--- config.mk ---
export PLATFORM = sky130hd
export DESIGN_NAME = dtc_top
export DESIGN_NICKNAME = d
export VERILOG_FILES = /design/src/dtc_edge_sync.v /design/src/dtc_top.v
export VERILOG_INCLUDE_DIRS = /design/src /design/src/src
export SDC_FILE = /design/constraint.sdc
export NUM_CORES = 1
export LEC_CHECK = 0
export ABC_AREA = 0
export BUFFER_PORTS_ARGS = -buffer_cell sky130_fd_sc_hd__buf_2
export CORE_MARGIN = 3
export CORE_UTILIZATION = 51
export CTS_CLUSTER_SIZE = 20
export DETAILED_ROUTE_END_ITERATION = 10
export PLACE_DENSITY = 0.73
export SLEW_MARGIN = 5
export SYNTH_ARGS = -nofsm -noshare
export SYNTH_HDL_FRONTEND = slang
export SYNTH_SLANG_ARGS = --single-unit
--- constraint.sdc ---
create_clock -name clk -period 3.3 [get_ports clk]
set_clock_uncertainty 0.1 [all_clocks]
set_input_delay 0.66 -clock clk [delete_from_list [all_inputs] [get_ports clk]]
set_output_delay 0.66 -clock clk [all_outputs]
set_load 0.005 [all_outputs]
--- src/dtc_defs.vh ---
// register offsets, field positions and dividers for the dual timer block
`ifndef DTC_DEFS_VH
`define DTC_DEFS_VH
// ------------------------------------------------------------
// special function register offsets
// ------------------------------------------------------------
`define DTC_ADDR_CTRL   8'h88
`define DTC_ADDR_MODE   8'h89
`define DTC_ADDR_T0LO   8'h8a
`define DTC_ADDR_T1LO   8'h8b
`define DTC_ADDR_T0HI   8'h8c
`define DTC_ADDR_T1HI   8'h8d
`define DTC_ADDR_CKSEL  8'h8e
// ------------------------------------------------------------
// control register fields
// ------------------------------------------------------------
`define DTC_OVF1  7
`define DTC_RUN1  6
`define DTC_OVF0  5
`define DTC_RUN0  4
`define DTC_XFLG1 3
`define DTC_XTYP1 2
`define DTC_XFLG0 1
`define DTC_XTYP0 0
// ------------------------------------------------------------
// mode register fields (per nibble)
// ------------------------------------------------------------
`define DTC_GATE 3
`define DTC_CSEL 2
`define DTC_M13  2'h0
`define DTC_M16  2'h1
`define DTC_M8R  2'h2
`define DTC_M3   2'h3
// ------------------------------------------------------------
// clock select register fields
// ------------------------------------------------------------
`define DTC_CK_RHI  5
`define DTC_CK_RLO  4
`define DTC_CK_SYS1 3
`define DTC_CK_SYS0 2
`define DTC_CK_MASK 8'h3f
`define DTC_RST_VAL 8'h00
// ------------------------------------------------------------
// prescale dividers
// ------------------------------------------------------------
`define DTC_DIV12 8'h0c
`define DTC_DIV4  8'h04
`define DTC_DIV48 8'h30
`define DTC_DIV8  8'h08
`endif

--- src/dtc_edge_sync.v ---
// two-flop synchroniser with falling edge detector for one pin
`timescale 1ns/1ps
module dtc_edge_sync (
    // clock and reset
    input  wire clk,
    input  wire rstn,
    input  wire ce,
    // pin and results
    input  wire pin,
    output reg  level,
    output wire fall
);
    reg meta_r;   // first stage, read only by the second
    reg prev_r;   // previous synchronised sample

    // --------------------------------------------------------
    // synchroniser chain
    // --------------------------------------------------------
    always @(posedge clk or negedge rstn) begin
        if (!rstn) begin
            meta_r <= 1'b1;
            level  <= 1'b1;
            prev_r <= 1'b1;
        end else if (ce) begin
            meta_r <= pin;
            level  <= meta_r;
            prev_r <= level;
        end
    end

    // falling edge from two successive samples
    assign fall = ce & prev_r & ~level;
endmodule

--- src/dtc_top.v ---
// dual counter/timer with control, mode and clock select registers
`timescale 1ns/1ps
`include "dtc_defs.vh"
module dtc_top (
    // clock, reset, enable
    input  wire       clk,
    input  wire       rstn,
    input  wire       ce,
    // special function register bus
    input  wire [7:0] sfr_addr,
    input  wire       sfr_wr,
    input  wire [7:0] sfr_wdata,
    input  wire       sfr_rd,
    output reg  [7:0] sfr_rdata,
    // external pins
    input  wire       count_pin_zero,
    input  wire       count_pin_one,
    input  wire       ext_irq_zero_input,
    input  wire       ext_irq_one_input,
    input  wire       ext_clock,
    // polarity from the external interrupt configuration
    input  wire       ext_irq_zero_polarity,
    input  wire       ext_irq_one_polarity,
    // interrupt controller
    input  wire       ack_timer_zero,
    input  wire       ack_timer_one,
    input  wire       ack_irq_zero,
    input  wire       ack_irq_one,
    output reg        irq_timer_zero,
    output reg        irq_timer_one,
    output reg        irq_ext_zero,
    output reg        irq_ext_one,
    // reload timer clock selects
    output reg        reload_timer_high_clock_select,
    output reg        reload_timer_low_clock_select
);
    // --------------------------------------------------------
    // registers
    // --------------------------------------------------------
    reg  [7:0] ctrl_r;     // timer control register
    reg  [7:0] mode_r;     // timer mode register
    reg  [7:0] cksel_r;    // clock select register
    reg  [7:0] t0lo_r;     // timer zero low byte
    reg  [7:0] t0hi_r;     // timer zero high byte
    reg  [7:0] t1lo_r;     // timer one low byte
    reg  [7:0] t1hi_r;     // timer one high byte
    reg  [5:0] pre_cnt_r;  // prescale divider counter
    reg  [2:0] ext_cnt_r;  // external clock divide-by-8 counter
    reg        i0_prev_r;  // previous active state of irq zero
    reg        i1_prev_r;  // previous active state of irq one

    // --------------------------------------------------------
    // pin synchronisers
    // --------------------------------------------------------
    wire cp0_fall, cp1_fall;
    wire i0_lvl, i1_lvl, xc_fall;

    dtc_edge_sync u_cp0 (.clk(clk), .rstn(rstn), .ce(ce), .pin(count_pin_zero), .level(), .fall(cp0_fall));
    dtc_edge_sync u_cp1 (.clk(clk), .rstn(rstn), .ce(ce), .pin(count_pin_one), .level(), .fall(cp1_fall));
    dtc_edge_sync u_i0 (.clk(clk), .rstn(rstn), .ce(ce), .pin(ext_irq_zero_input), .level(i0_lvl), .fall());
    dtc_edge_sync u_i1 (.clk(clk), .rstn(rstn), .ce(ce), .pin(ext_irq_one_input), .level(i1_lvl), .fall());
    dtc_edge_sync u_xc (.clk(clk), .rstn(rstn), .ce(ce), .pin(ext_clock), .level(), .fall(xc_fall));

    // polarity: 1 means active high
    wire i0_act = ~(i0_lvl ^ ext_irq_zero_polarity);
    wire i1_act = ~(i1_lvl ^ ext_irq_one_polarity);

    // --------------------------------------------------------
    // prescaler
    // --------------------------------------------------------
    reg  [7:0] div_sel;
    reg        pre_tick;
    always @* begin
        case (cksel_r[1:0])
            2'h0:    div_sel = `DTC_DIV12;
            2'h1:    div_sel = `DTC_DIV4;
            2'h2:    div_sel = `DTC_DIV48;
            default: div_sel = `DTC_DIV8;
        endcase
        if (cksel_r[1:0] == 2'h3)
            pre_tick = ce & xc_fall & (ext_cnt_r == 3'h7);
        else
            pre_tick = ce & ({2'h0, pre_cnt_r} == div_sel - 8'h01);
    end

    // prescale counters
    always @(posedge clk or negedge rstn) begin
        if (!rstn) begin
            pre_cnt_r <= 6'h00;
            ext_cnt_r <= 3'h0;
        end else if (ce) begin
            if ({2'h0, pre_cnt_r} >= div_sel - 8'h01)
                pre_cnt_r <= 6'h00;
            else
                pre_cnt_r <= pre_cnt_r + 6'h01;
            if (xc_fall)
                ext_cnt_r <= ext_cnt_r + 3'h1;
        end
    end

    // --------------------------------------------------------
    // count enables
    // --------------------------------------------------------
    wire [1:0] m0 = mode_r[1:0];
    wire [1:0] m1 = mode_r[5:4];
    wire       split = (m0 == `DTC_M3);

    wire run0 = ctrl_r[`DTC_RUN0] & (~mode_r[`DTC_GATE] | i0_act);
    wire run1 = ctrl_r[`DTC_RUN1] & (~mode_r[4+`DTC_GATE] | i1_act);

    wire tclk0 = cksel_r[`DTC_CK_SYS0] ? ce : pre_tick;
    wire tclk1 = cksel_r[`DTC_CK_SYS1] ? ce : pre_tick;

    wire inc0 = run0 & (mode_r[`DTC_CSEL] ? cp0_fall : tclk0);
    // timer one pin edges unless split
    wire inc1_src = (mode_r[4+`DTC_CSEL] & ~split) ? cp1_fall : tclk1;
    wire inc1 = (m1 != `DTC_M3) & (split ? 1'b1 : run1) & inc1_src;
    // split high byte runs by timer one run bit
    wire inch = split & ctrl_r[`DTC_RUN1] & tclk0;

    // --------------------------------------------------------
    // next count values with overflow
    // --------------------------------------------------------
    reg [7:0] n0lo, n0hi, n1lo, n1hi;
    reg       ov0, ov1, ovh;
    reg [13:0] s13;
    reg [16:0] s16;
    reg [8:0]  s8;

    // timer zero next value
    always @* begin
        n0lo = t0lo_r;
        n0hi = t0hi_r;
        ov0  = 1'b0;
        ovh  = 1'b0;
        s13  = {1'b0, t0hi_r, t0lo_r[4:0]} + 14'h0001;
        s16  = {1'b0, t0hi_r, t0lo_r} + 17'h00001;
        s8   = {1'b0, t0lo_r} + 9'h001;
        if (inc0) begin
            case (m0)
                `DTC_M13: begin
                    n0lo = {t0lo_r[7:5], s13[4:0]};
                    n0hi = s13[12:5];
                    ov0  = s13[13];
                end
                `DTC_M16: begin
                    n0lo = s16[7:0];
                    n0hi = s16[15:8];
                    ov0  = s16[16];
                end
                `DTC_M8R: begin
                    n0lo = s8[8] ? t0hi_r : s8[7:0];
                    ov0  = s8[8];
                end
                default: begin
                    n0lo = s8[7:0];
                    ov0  = s8[8];
                end
            endcase
        end
        if (inch) begin
            n0hi = t0hi_r + 8'h01;
            ovh  = (t0hi_r == 8'hff);
        end
    end

    reg [13:0] u13;
    reg [16:0] u16;
    reg [8:0]  u8;
    // timer one next value
    always @* begin
        n1lo = t1lo_r;
        n1hi = t1hi_r;
        ov1  = 1'b0;
        u13  = {1'b0, t1hi_r, t1lo_r[4:0]} + 14'h0001;
        u16  = {1'b0, t1hi_r, t1lo_r} + 17'h00001;
        u8   = {1'b0, t1lo_r} + 9'h001;
        if (inc1) begin
            case (m1)
                `DTC_M13: begin
                    n1lo = {t1lo_r[7:5], u13[4:0]};
                    n1hi = u13[12:5];
                    ov1  = u13[13];
                end
                `DTC_M16: begin
                    n1lo = u16[7:0];
                    n1hi = u16[15:8];
                    ov1  = u16[16];
                end
                `DTC_M8R: begin
                    n1lo = u8[8] ? t1hi_r : u8[7:0];
                    ov1  = u8[8];
                end
                default: begin
                    n1lo = t1lo_r;
                end
            endcase
        end
    end

    // in split mode the timer one flag is set by the timer zero high byte overflow, not by timer one
    wire set_ovf1 = split ? ovh : ov1;

    // --------------------------------------------------------
    // register file and flags
    // --------------------------------------------------------
    wire wr_ctrl = ce & sfr_wr & (sfr_addr == `DTC_ADDR_CTRL);
    wire i0_edge = i0_act & ~i0_prev_r;
    wire i1_edge = i1_act & ~i1_prev_r;
    reg  [7:0] ctrl_nxt;

    // control register next value, set wins over clear
    always @* begin
        ctrl_nxt = wr_ctrl ? sfr_wdata : ctrl_r;
        if (ack_timer_one)
            ctrl_nxt[`DTC_OVF1] = 1'b0;
        if (set_ovf1)
            ctrl_nxt[`DTC_OVF1] = 1'b1;
        if (ack_timer_zero)
            ctrl_nxt[`DTC_OVF0] = 1'b0;
        if (ov0)
            ctrl_nxt[`DTC_OVF0] = 1'b1;
        if (ctrl_nxt[`DTC_XTYP1]) begin
            if (ack_irq_one)
                ctrl_nxt[`DTC_XFLG1] = 1'b0;
            if (i1_edge)
                ctrl_nxt[`DTC_XFLG1] = 1'b1;
        end else begin
            ctrl_nxt[`DTC_XFLG1] = i1_act;
        end
        if (ctrl_nxt[`DTC_XTYP0]) begin
            if (ack_irq_zero)
                ctrl_nxt[`DTC_XFLG0] = 1'b0;
            if (i0_edge)
                ctrl_nxt[`DTC_XFLG0] = 1'b1;
        end else begin
            ctrl_nxt[`DTC_XFLG0] = i0_act;
        end
    end

    always @(posedge clk or negedge rstn) begin
        if (!rstn) begin
            ctrl_r    <= `DTC_RST_VAL;
            mode_r    <= `DTC_RST_VAL;
            cksel_r   <= `DTC_RST_VAL;
            t0lo_r    <= `DTC_RST_VAL;
            t0hi_r    <= `DTC_RST_VAL;
            t1lo_r    <= `DTC_RST_VAL;
            t1hi_r    <= `DTC_RST_VAL;
            i0_prev_r <= 1'b0;
            i1_prev_r <= 1'b0;
        end else if (ce) begin
            ctrl_r    <= ctrl_nxt;
            i0_prev_r <= i0_act;
            i1_prev_r <= i1_act;
            t0lo_r    <= n0lo;
            t0hi_r    <= n0hi;
            t1lo_r    <= n1lo;
            t1hi_r    <= n1hi;
            if (sfr_wr) begin
                case (sfr_addr)
                    `DTC_ADDR_MODE:  mode_r <= sfr_wdata;
                    `DTC_ADDR_CKSEL: cksel_r <= sfr_wdata & `DTC_CK_MASK;
                    `DTC_ADDR_T0LO:  t0lo_r <= sfr_wdata;
                    `DTC_ADDR_T0HI:  t0hi_r <= sfr_wdata;
                    `DTC_ADDR_T1LO:  t1lo_r <= sfr_wdata;
                    `DTC_ADDR_T1HI:  t1hi_r <= sfr_wdata;
                    default: ;
                endcase
            end
        end
    end

    // --------------------------------------------------------
    // read data and outputs
    // --------------------------------------------------------
    reg [7:0] rd_mux;
    // read multiplexer, unmapped reads zero
    always @* begin
        case (sfr_addr)
            `DTC_ADDR_CTRL:  rd_mux = ctrl_r;
            `DTC_ADDR_MODE:  rd_mux = mode_r;
            `DTC_ADDR_CKSEL: rd_mux = cksel_r;
            `DTC_ADDR_T0LO:  rd_mux = t0lo_r;
            `DTC_ADDR_T0HI:  rd_mux = t0hi_r;
            `DTC_ADDR_T1LO:  rd_mux = t1lo_r;
            `DTC_ADDR_T1HI:  rd_mux = t1hi_r;
            default:         rd_mux = 8'h00;
        endcase
    end

    // registered outputs
    always @(posedge clk or negedge rstn) begin
        if (!rstn) begin
            sfr_rdata                      <= 8'h00;
            irq_timer_zero                 <= 1'b0;
            irq_timer_one                  <= 1'b0;
            irq_ext_zero                   <= 1'b0;
            irq_ext_one                    <= 1'b0;
            reload_timer_high_clock_select <= 1'b0;
            reload_timer_low_clock_select  <= 1'b0;
        end else if (ce) begin
            if (sfr_rd)
                sfr_rdata <= rd_mux;
            irq_timer_zero <= ctrl_nxt[`DTC_OVF0];
            irq_timer_one  <= ctrl_nxt[`DTC_OVF1];
            irq_ext_zero   <= ctrl_nxt[`DTC_XFLG0];
            irq_ext_one    <= ctrl_nxt[`DTC_XFLG1];
            reload_timer_high_clock_select <= cksel_r[`DTC_CK_RHI];
            reload_timer_low_clock_select  <= cksel_r[`DTC_CK_RLO];
        end
    end
endmodule

# [Word-level counts from Yosys, hierarchy flattened]
# Index checks and enable logic that the tools add are counted.
[totals] ff_bits=92 inputBits=32 out_inout_bits=14 wordCells=150
[classes] n_addsub=10 n_lt_le_gt_ge=1 n_eq_ne=19 mux=45 bitwise_logic=35 n_reduce_logical=8
[op_table] cell="8-bit 2-to-1 mux" n=16
[op_table] cell="8-bit == test (second input constant)" n=8
[op_table] cell="8-bit case mux with 7 select lines" n=1
[op_table] cell="8-bit case mux with 3 select lines" n=2
[op_table] cell="16-bit by 1-bit adder with 17-bit output (second input constant)" n=2
[op_table] cell="8-bit case mux with 2 select lines" n=2
[op_table] cell="13-bit by 1-bit adder with 14-bit output (second input constant)" n=2
[op_table] cell="1-bit AND" n=21
[op_table] cell="1-bit 2-to-1 mux" n=20
[op_table] cell="8-bit by 1-bit adder with 9-bit output (second input constant)" n=2
[op_table] cell="6-bit case mux with 3 select lines" n=1
[op_table] cell="2-bit == test (second input constant)" n=5
[op_table] cell="1-bit inverter" n=10
[op_table] cell="8-bit by 1-bit adder with 8-bit output (second input constant)" n=1
[op_table] cell="6-bit by 8-bit == test with 1-bit output" n=1
[op_table] cell="6-bit by 8-bit greater-or-equal comparator with 1-bit output" n=1
[op_table] cell="8-bit by 1-bit subtractor with 8-bit output (second input constant)" n=1
[op_table] cell="6-bit by 1-bit adder with 6-bit output (second input constant)" n=1
[op_table] cell="2-bit by 1-bit == test with 1-bit output (second input constant)" n=3
[op_table] cell="2-bit logical NOT" n=3
[op_table] cell="6-bit 2-to-1 mux" n=1
[op_table] cell="2-bit AND reduction" n=3
[op_table] cell="3-bit AND reduction" n=2
[op_table] cell="3-bit by 1-bit adder with 3-bit output (second input constant)" n=1
[op_table] cell="6 further kinds" n=8

# [Logic depth before layout (Yosys ltp)]
[depth] word_depth=13 depth_mapped=12 depth_no_buf=11

# [Hierarchy]
# From an unflattened synthesis, not the netlist that was laid out.
[hier_totals] hier_cells=666 area_unflattened_um2=6084.6
[by_module_without_submodules] module="dtc_top" n_inst=1 cells_each=631 area_each_um2=5471.5 seq_area_each_um2=1876.8
[by_module_without_submodules] module="dtc_edge_sync" n_inst=5 cells_each=7 area_each_um2=122.6 seq_area_each_um2=78.8

# [Least setup slack after synthesis]
# Ideal clock, no wire load.
[synth_timing] path_type="reg-to-reg" from="register cksel_r[0]" to="register t0hi_r[7]" setup_time_ns=0.141 arrival_ns=2.500 t_required_ns=3.059 setup_slack_ns=0.559 path_stages_with_launch=11 path_buffers=0 period_less_slack_ns=2.741 path_cell_list="dfrtp_1 > nor2_1 > inv_1 > ha_1 > ha_1 > and4b_1 > and4_2 > o211a_1 > nand4_1 > o41ai_1 > a211oi_1"
[synth_via] elab_chain_cells=13 word_cells_on_any_way=17 classes_between="add/sub: 1; eq/ne: 4; mux: 8; bitwise: 3; reduce/logical: 1"
[synth_lines] element="start: declaration" line_no="dtc_top.v:42" rtl="reg [7:0] cksel_r;"
[synth_lines] element="start signal: assignment" line_no="dtc_top.v:245" rtl="cksel_r <= `DTC_RST_VAL;"
[synth_lines] element="start signal: assignment" line_no="dtc_top.v:263" rtl="`DTC_ADDR_CKSEL: cksel_r <= sfr_wdata & `DTC_CK_MASK;"
[synth_lines] element="2-bit == test (tied with other cells)" line_no="dtc_top.v:74" rtl="case (cksel_r[1:0])"
[synth_lines] element="6-bit case mux with 3 select lines" line_no="dtc_top.v:74"
[synth_lines] element="8-bit by 1-bit subtractor with 8-bit output" line_no="dtc_top.v:83" rtl="pre_tick = ce & ({2'h0, pre_cnt_r} == div_sel - 8'h01);"
[synth_lines] element="6-bit by 8-bit == test with 1-bit output" line_no="dtc_top.v:83"
[synth_lines] element="1-bit AND" line_no="dtc_top.v:83"
[synth_lines] element="1-bit 2-to-1 mux *" line_no="dtc_top.v:80" rtl="if (cksel_r[1:0] == 2'h3)"
[synth_lines] element="1-bit 2-to-1 mux *" line_no="dtc_top.v:111" rtl="wire tclk0 = cksel_r[`DTC_CK_SYS0] ? ce : pre_tick;"
[synth_lines] element="1-bit 2-to-1 mux" line_no="dtc_top.v:114" rtl="wire inc0 = run0 & (mode_r[`DTC_CSEL] ? cp0_fall : tclk0);"
[synth_lines] element="1-bit AND" line_no="dtc_top.v:114"
[synth_lines] element="8-bit 2-to-1 mux" line_no="dtc_top.v:139" rtl="if (inc0) begin"
[synth_lines] element="8-bit 2-to-1 mux *" line_no="dtc_top.v:161" rtl="if (inch) begin"
[synth_lines] element="8-bit 2-to-1 mux" line_no="dtc_top.v:261" rtl="case (sfr_addr)"
[synth_lines] element="8-bit 2-to-1 mux *" line_no="dtc_top.v:260" rtl="if (sfr_wr) begin"
[synth_lines] element="end signal: assignment" line_no="dtc_top.v:247" rtl="t0hi_r <= `DTC_RST_VAL;"
[synth_lines] element="end signal: assignment" line_no="dtc_top.v:257" rtl="t0hi_r <= n0hi;"
[synth_lines] element="end signal: assignment" line_no="dtc_top.v:265" rtl="`DTC_ADDR_T0HI: t0hi_r <= sfr_wdata;"
[synth_lines] element="end: declaration" line_no="dtc_top.v:44" rtl="reg [7:0] t0hi_r;"
# Mark *: on every way between the ends. The rest lies on a longest branch, timed or not.
# A chain may end at the register's enable or synchronous reset.

# [Worst setup path in the final report]
# Ends and elaborated chain as after synthesis.

==> metrics.md <==
| Metric | Value |
|---|---|
| Min-Delay Path Class | `primary input to async pin` |
| Tcrit/Tclk final | `96.4%` |
| Kind of critical path | `flop to flop` |
| Clock network latency to the later pin of the worst-skew pair | `340 ps` |
| Nets@finish | `a little over 700` |
| Post-layout instance count excluding filler cells | `between 800 and 900` |
| Status | `completed` |
| 1st-iter DRT viols | `621` |
| Average size of a mapped cell | `between 9 and 10 sq um` |
| Final hold slack | `about 280 ps` |
| Die width | `between 100 and 150 um` |
| Io pins | `46` |
| Wire length of the first global-routing pass | `~29 mm` |
| Final number of max-transition violations | `0` |
| Number of cells traversed by the worst register-to-register path | `10` |
| Beginning of the critical path | `cksel_r[0]` |
| Synthesized Nets | `694` |
| Max-Cap Viols | `0` |
| Commonest non-fill, non-tap cells in the layout | `sky130_fd_sc_hd__dfrtp_1 (75), sky130_fd_sc_hd__nand2_1 (72), sky130_fd_sc_hd__nor2_1 (53)` |
| Number of global-route vias before repair | `5,350` |
| Max transition margin | `51.6%` |
| Cts bufs inserted | `9` |
| Final worst path period need | `approximately 3200 ps` |
| Element type at the critical path start | `flop` |
| Pleak | `around 2.9 nW` |
| Most common library cell in the layout ignoring fill and taps | `sky130_fd_sc_hd__dfrtp_1` |
| GP Congestion | `about 1` |
| Number of sinks handled by clock tree synthesis | `88` |
| Number of placed cells counting well taps | `between 800 and 900` |
| Achievable frequency | `0.314 GHz` |
| Number of buffers between clock root and the deepest sink | `2` |
| HPWL reported at the end of detailed placement | `between 10 and 15 mm` |
| Final setup violating endpoints | `0` |
| Placeable Area | `11,100 sq um` |
| Clock transition at the registers of the reported paths | `70 ps` |
| Initial DRT Pass Iterations | `5` |
| Chip height | `114 um` |
| Sort of element at the end of the critical path | `flop` |
| Unique cell type count in the Yosys netlist | `between 80 and 90` |
| Number of placement rows | `38` |
| PortBufs | `45` |
| Starting density of the core | `between 50 and 60%` |
| Filler Cell Count | `a little over 900` |
| Number of flops mapped to enable cells by yosys | `0` |
| Worst reg2reg path startpoint | `cksel_r[0]` |
| Root cell of the clock tree | `sky130_fd_sc_hd__clkbuf_16` |
| Routed len/inst | `between 20 and 25 um` |
| Fraction of registers with async set/reset | `100%` |
| Final antenna diode count | `0` |
| Internal reg-to-reg setup slack | `approximately 120 ps` |
| Commonest register cell after synthesis | `sky130_fd_sc_hd__dfrtp_1` |
| Flops & latches, synth | `between 80 and 90` |
| WP data arrival | `approximately 3300 ps` |
| Synthesized instance count | `651` |
| Yosys warns | `0` |
| Endpoints failing hold | `0` |
| CTS tree | `done` |
| Total power | `roughly 3.4 mW` |
| Capturing element of the worst setup path | `t0hi_r[7]` |
| Overflow after GRT | `0` |
| Power density relative to cell area | `about 500 nW/um^2` |
| CTS hold repair buffers | `0` |
| Aggregate negative setup slack | `0 ps` |
| Post-detailed-route DRC marker count | `0` |
| Via density per instance | `approximately 6.7` |
| Maximum fanout encountered on the critical timing path | `6` |
| Antenna viol nets, final | `0` |
| Number of antenna violations at the first check in global routing | `0` |
| CTS HTree Levels | `3` |
| Global-route usage over all layers | `28.4%` |
| Routed wire length | `between 15 and 20 mm` |
| Worst r2r dst | `t0hi_r[7]` |
| Maximum number of pins on one net before global-route repair | `54` |
| Share of cells above drive strength 1 | `a little under a quarter` |
| Seq/Total Area, Yosys | `between 30% and 40%` |
| Area of the die | `~13,000 sq um` |
| Netlist Area Pre-Place | `5920 sq um` |
| Area added between synthesis and finish | `11.7%` |
| Routed via count | `roughly 5,600` |
| IR Drop Worst-Case VDD | `between 300 and 400 uV` |
| CP Data Required Time | `3410 ps` |
| Transition at the pin with the smallest max-transition slack | `726 ps` |
## state kept, by name, summed over array words and instances, names as in the netlist, 8 cells and up
signal and cells:
ctrl_r 8, mode_r 8, sfr_rdata 8, t0hi_r 8, t0lo_r 8, t1hi_r 8, t1lo_r 8
## critical path: stages (launching register included)
cell and delay (ps):
sky130_fd_sc_hd__dfrtp_1 450, sky130_fd_sc_hd__nor2_1 170, sky130_fd_sc_hd__inv_1 80, sky130_fd_sc_hd__ha_1 290, sky130_fd_sc_hd__ha_1 290, sky130_fd_sc_hd__and4b_1 220
sky130_fd_sc_hd__and4_2 340, sky130_fd_sc_hd__o211a_1 300, sky130_fd_sc_hd__nand4_1 270, sky130_fd_sc_hd__o41ai_2 390, sky130_fd_sc_hd__a211oi_1 140
## through the flow
stage | setup WS (ps) | util [%] | instance area [sq um]
floorplan | 559 | - | 5920
global placement | 322 | 56.7 | 6280
detailed placement | 112 | 56.7 | 6280
CTS | 94.5 | 59.5 | 6590
global route | -14.2 | 59.7 | 6620
finish | 119 | 59.7 | 6620
## cell type report
| class | count | area [sq um] | area share, % |
|---|---|---|---|
| clock inverters | 5 | 62.6 | 0.946 |
| clock buffers | 11 | 253 | 3.82 |
| multi-input cells | 500 | 3450 | 52.2 |
| inverters | 19 | 71.3 | 1.08 |
| repair buffers | 64 | 383 | 5.79 |
| flip-flops and latches | 88 | 2220 | 33.5 |
| well taps | 140 | 175 | 2.65 |
## worst min path at each step
| stage | startpoint | end | slack, ps | cells past startpoint |
|---|---|---|---|---|
| after floorplan | rstn | cksel_r[0] | 260 | 0 |
| final | rstn | t0hi_r[5] | 280 | 1 |
| after CTS | rstn | t0hi_r[6] | 300 | 1 |
| after global placement | sfr_rdata[0] | sfr_rdata[0] | 360 | 2 |
| after detailed placement | sfr_rdata[5] | sfr_rdata[5] | 370 | 2 |
| after global routing | rstn | ctrl_r[5] | 330 | 1 |
## routing by layer
metal	track usage, %	wire length [um]
met3	6.79	1710
met2	42.2	7950
met1	38.9	7480
met4	13.5	751
met5	0	0
## synth_stat cells (6+ instances only)
cell type	count	share of area (%)
sky130_fd_sc_hd__dfrtp_1	75	32
sky130_fd_sc_hd__nand2_1	72	4.6
sky130_fd_sc_hd__nor2_1	53	3.4
sky130_fd_sc_hd__o21ai_0	45	3.8
sky130_fd_sc_hd__mux2_2	39	7.4
sky130_fd_sc_hd__a21oi_1	37	3.1
sky130_fd_sc_hd__nand3_1	24	2.0
sky130_fd_sc_hd__clkbuf_1	23	1.5
sky130_fd_sc_hd__inv_1	19	1.2
sky130_fd_sc_hd__mux2i_1	14	2.4
sky130_fd_sc_hd__dfstp_2	13	5.8
sky130_fd_sc_hd__nand4_1	13	1.4
sky130_fd_sc_hd__buf_2	12	1.0
sky130_fd_sc_hd__a31oi_1	11	1.2
sky130_fd_sc_hd__ha_1	11	2.3
sky130_fd_sc_hd__nor3_1	11	0.93
sky130_fd_sc_hd__a21o_1	8	1.0
sky130_fd_sc_hd__o22ai_1	8	0.85
sky130_fd_sc_hd__a211oi_1	6	0.76
sky130_fd_sc_hd__a22oi_1	6	0.76
sky130_fd_sc_hd__and2_1	6	0.63
sky130_fd_sc_hd__and3_1	6	0.63
sky130_fd_sc_hd__nand2b_1	6	0.63
sky130_fd_sc_hd__o31ai_1	6	0.76
sky130_fd_sc_hd__xor2_1	6	0.89
## kinds of logic after synthesis
kind of cell	count (synthesis)	share of synthesized area, %
compound gates	190	22.9
xor+xnor	10	1.48
fa+ha+maj	11	2.32
buf+inv	63	4.37
flops	88	37.5
mux	57	11.3
simple gates	232	20.1
## power by group
part           internal, mW  switching, mW
clock network         0.634          0.446
registers              1.27          0.256
logic                 0.374          0.404
## timing repair
item | 4_1_cts | 5_1_grt
endpoints found under the setup margin | 0 | 1
setup buffers | 0 | 2
resized for setup | 0 | 2
No activity file was read; power rests on OpenSTA's default activity.
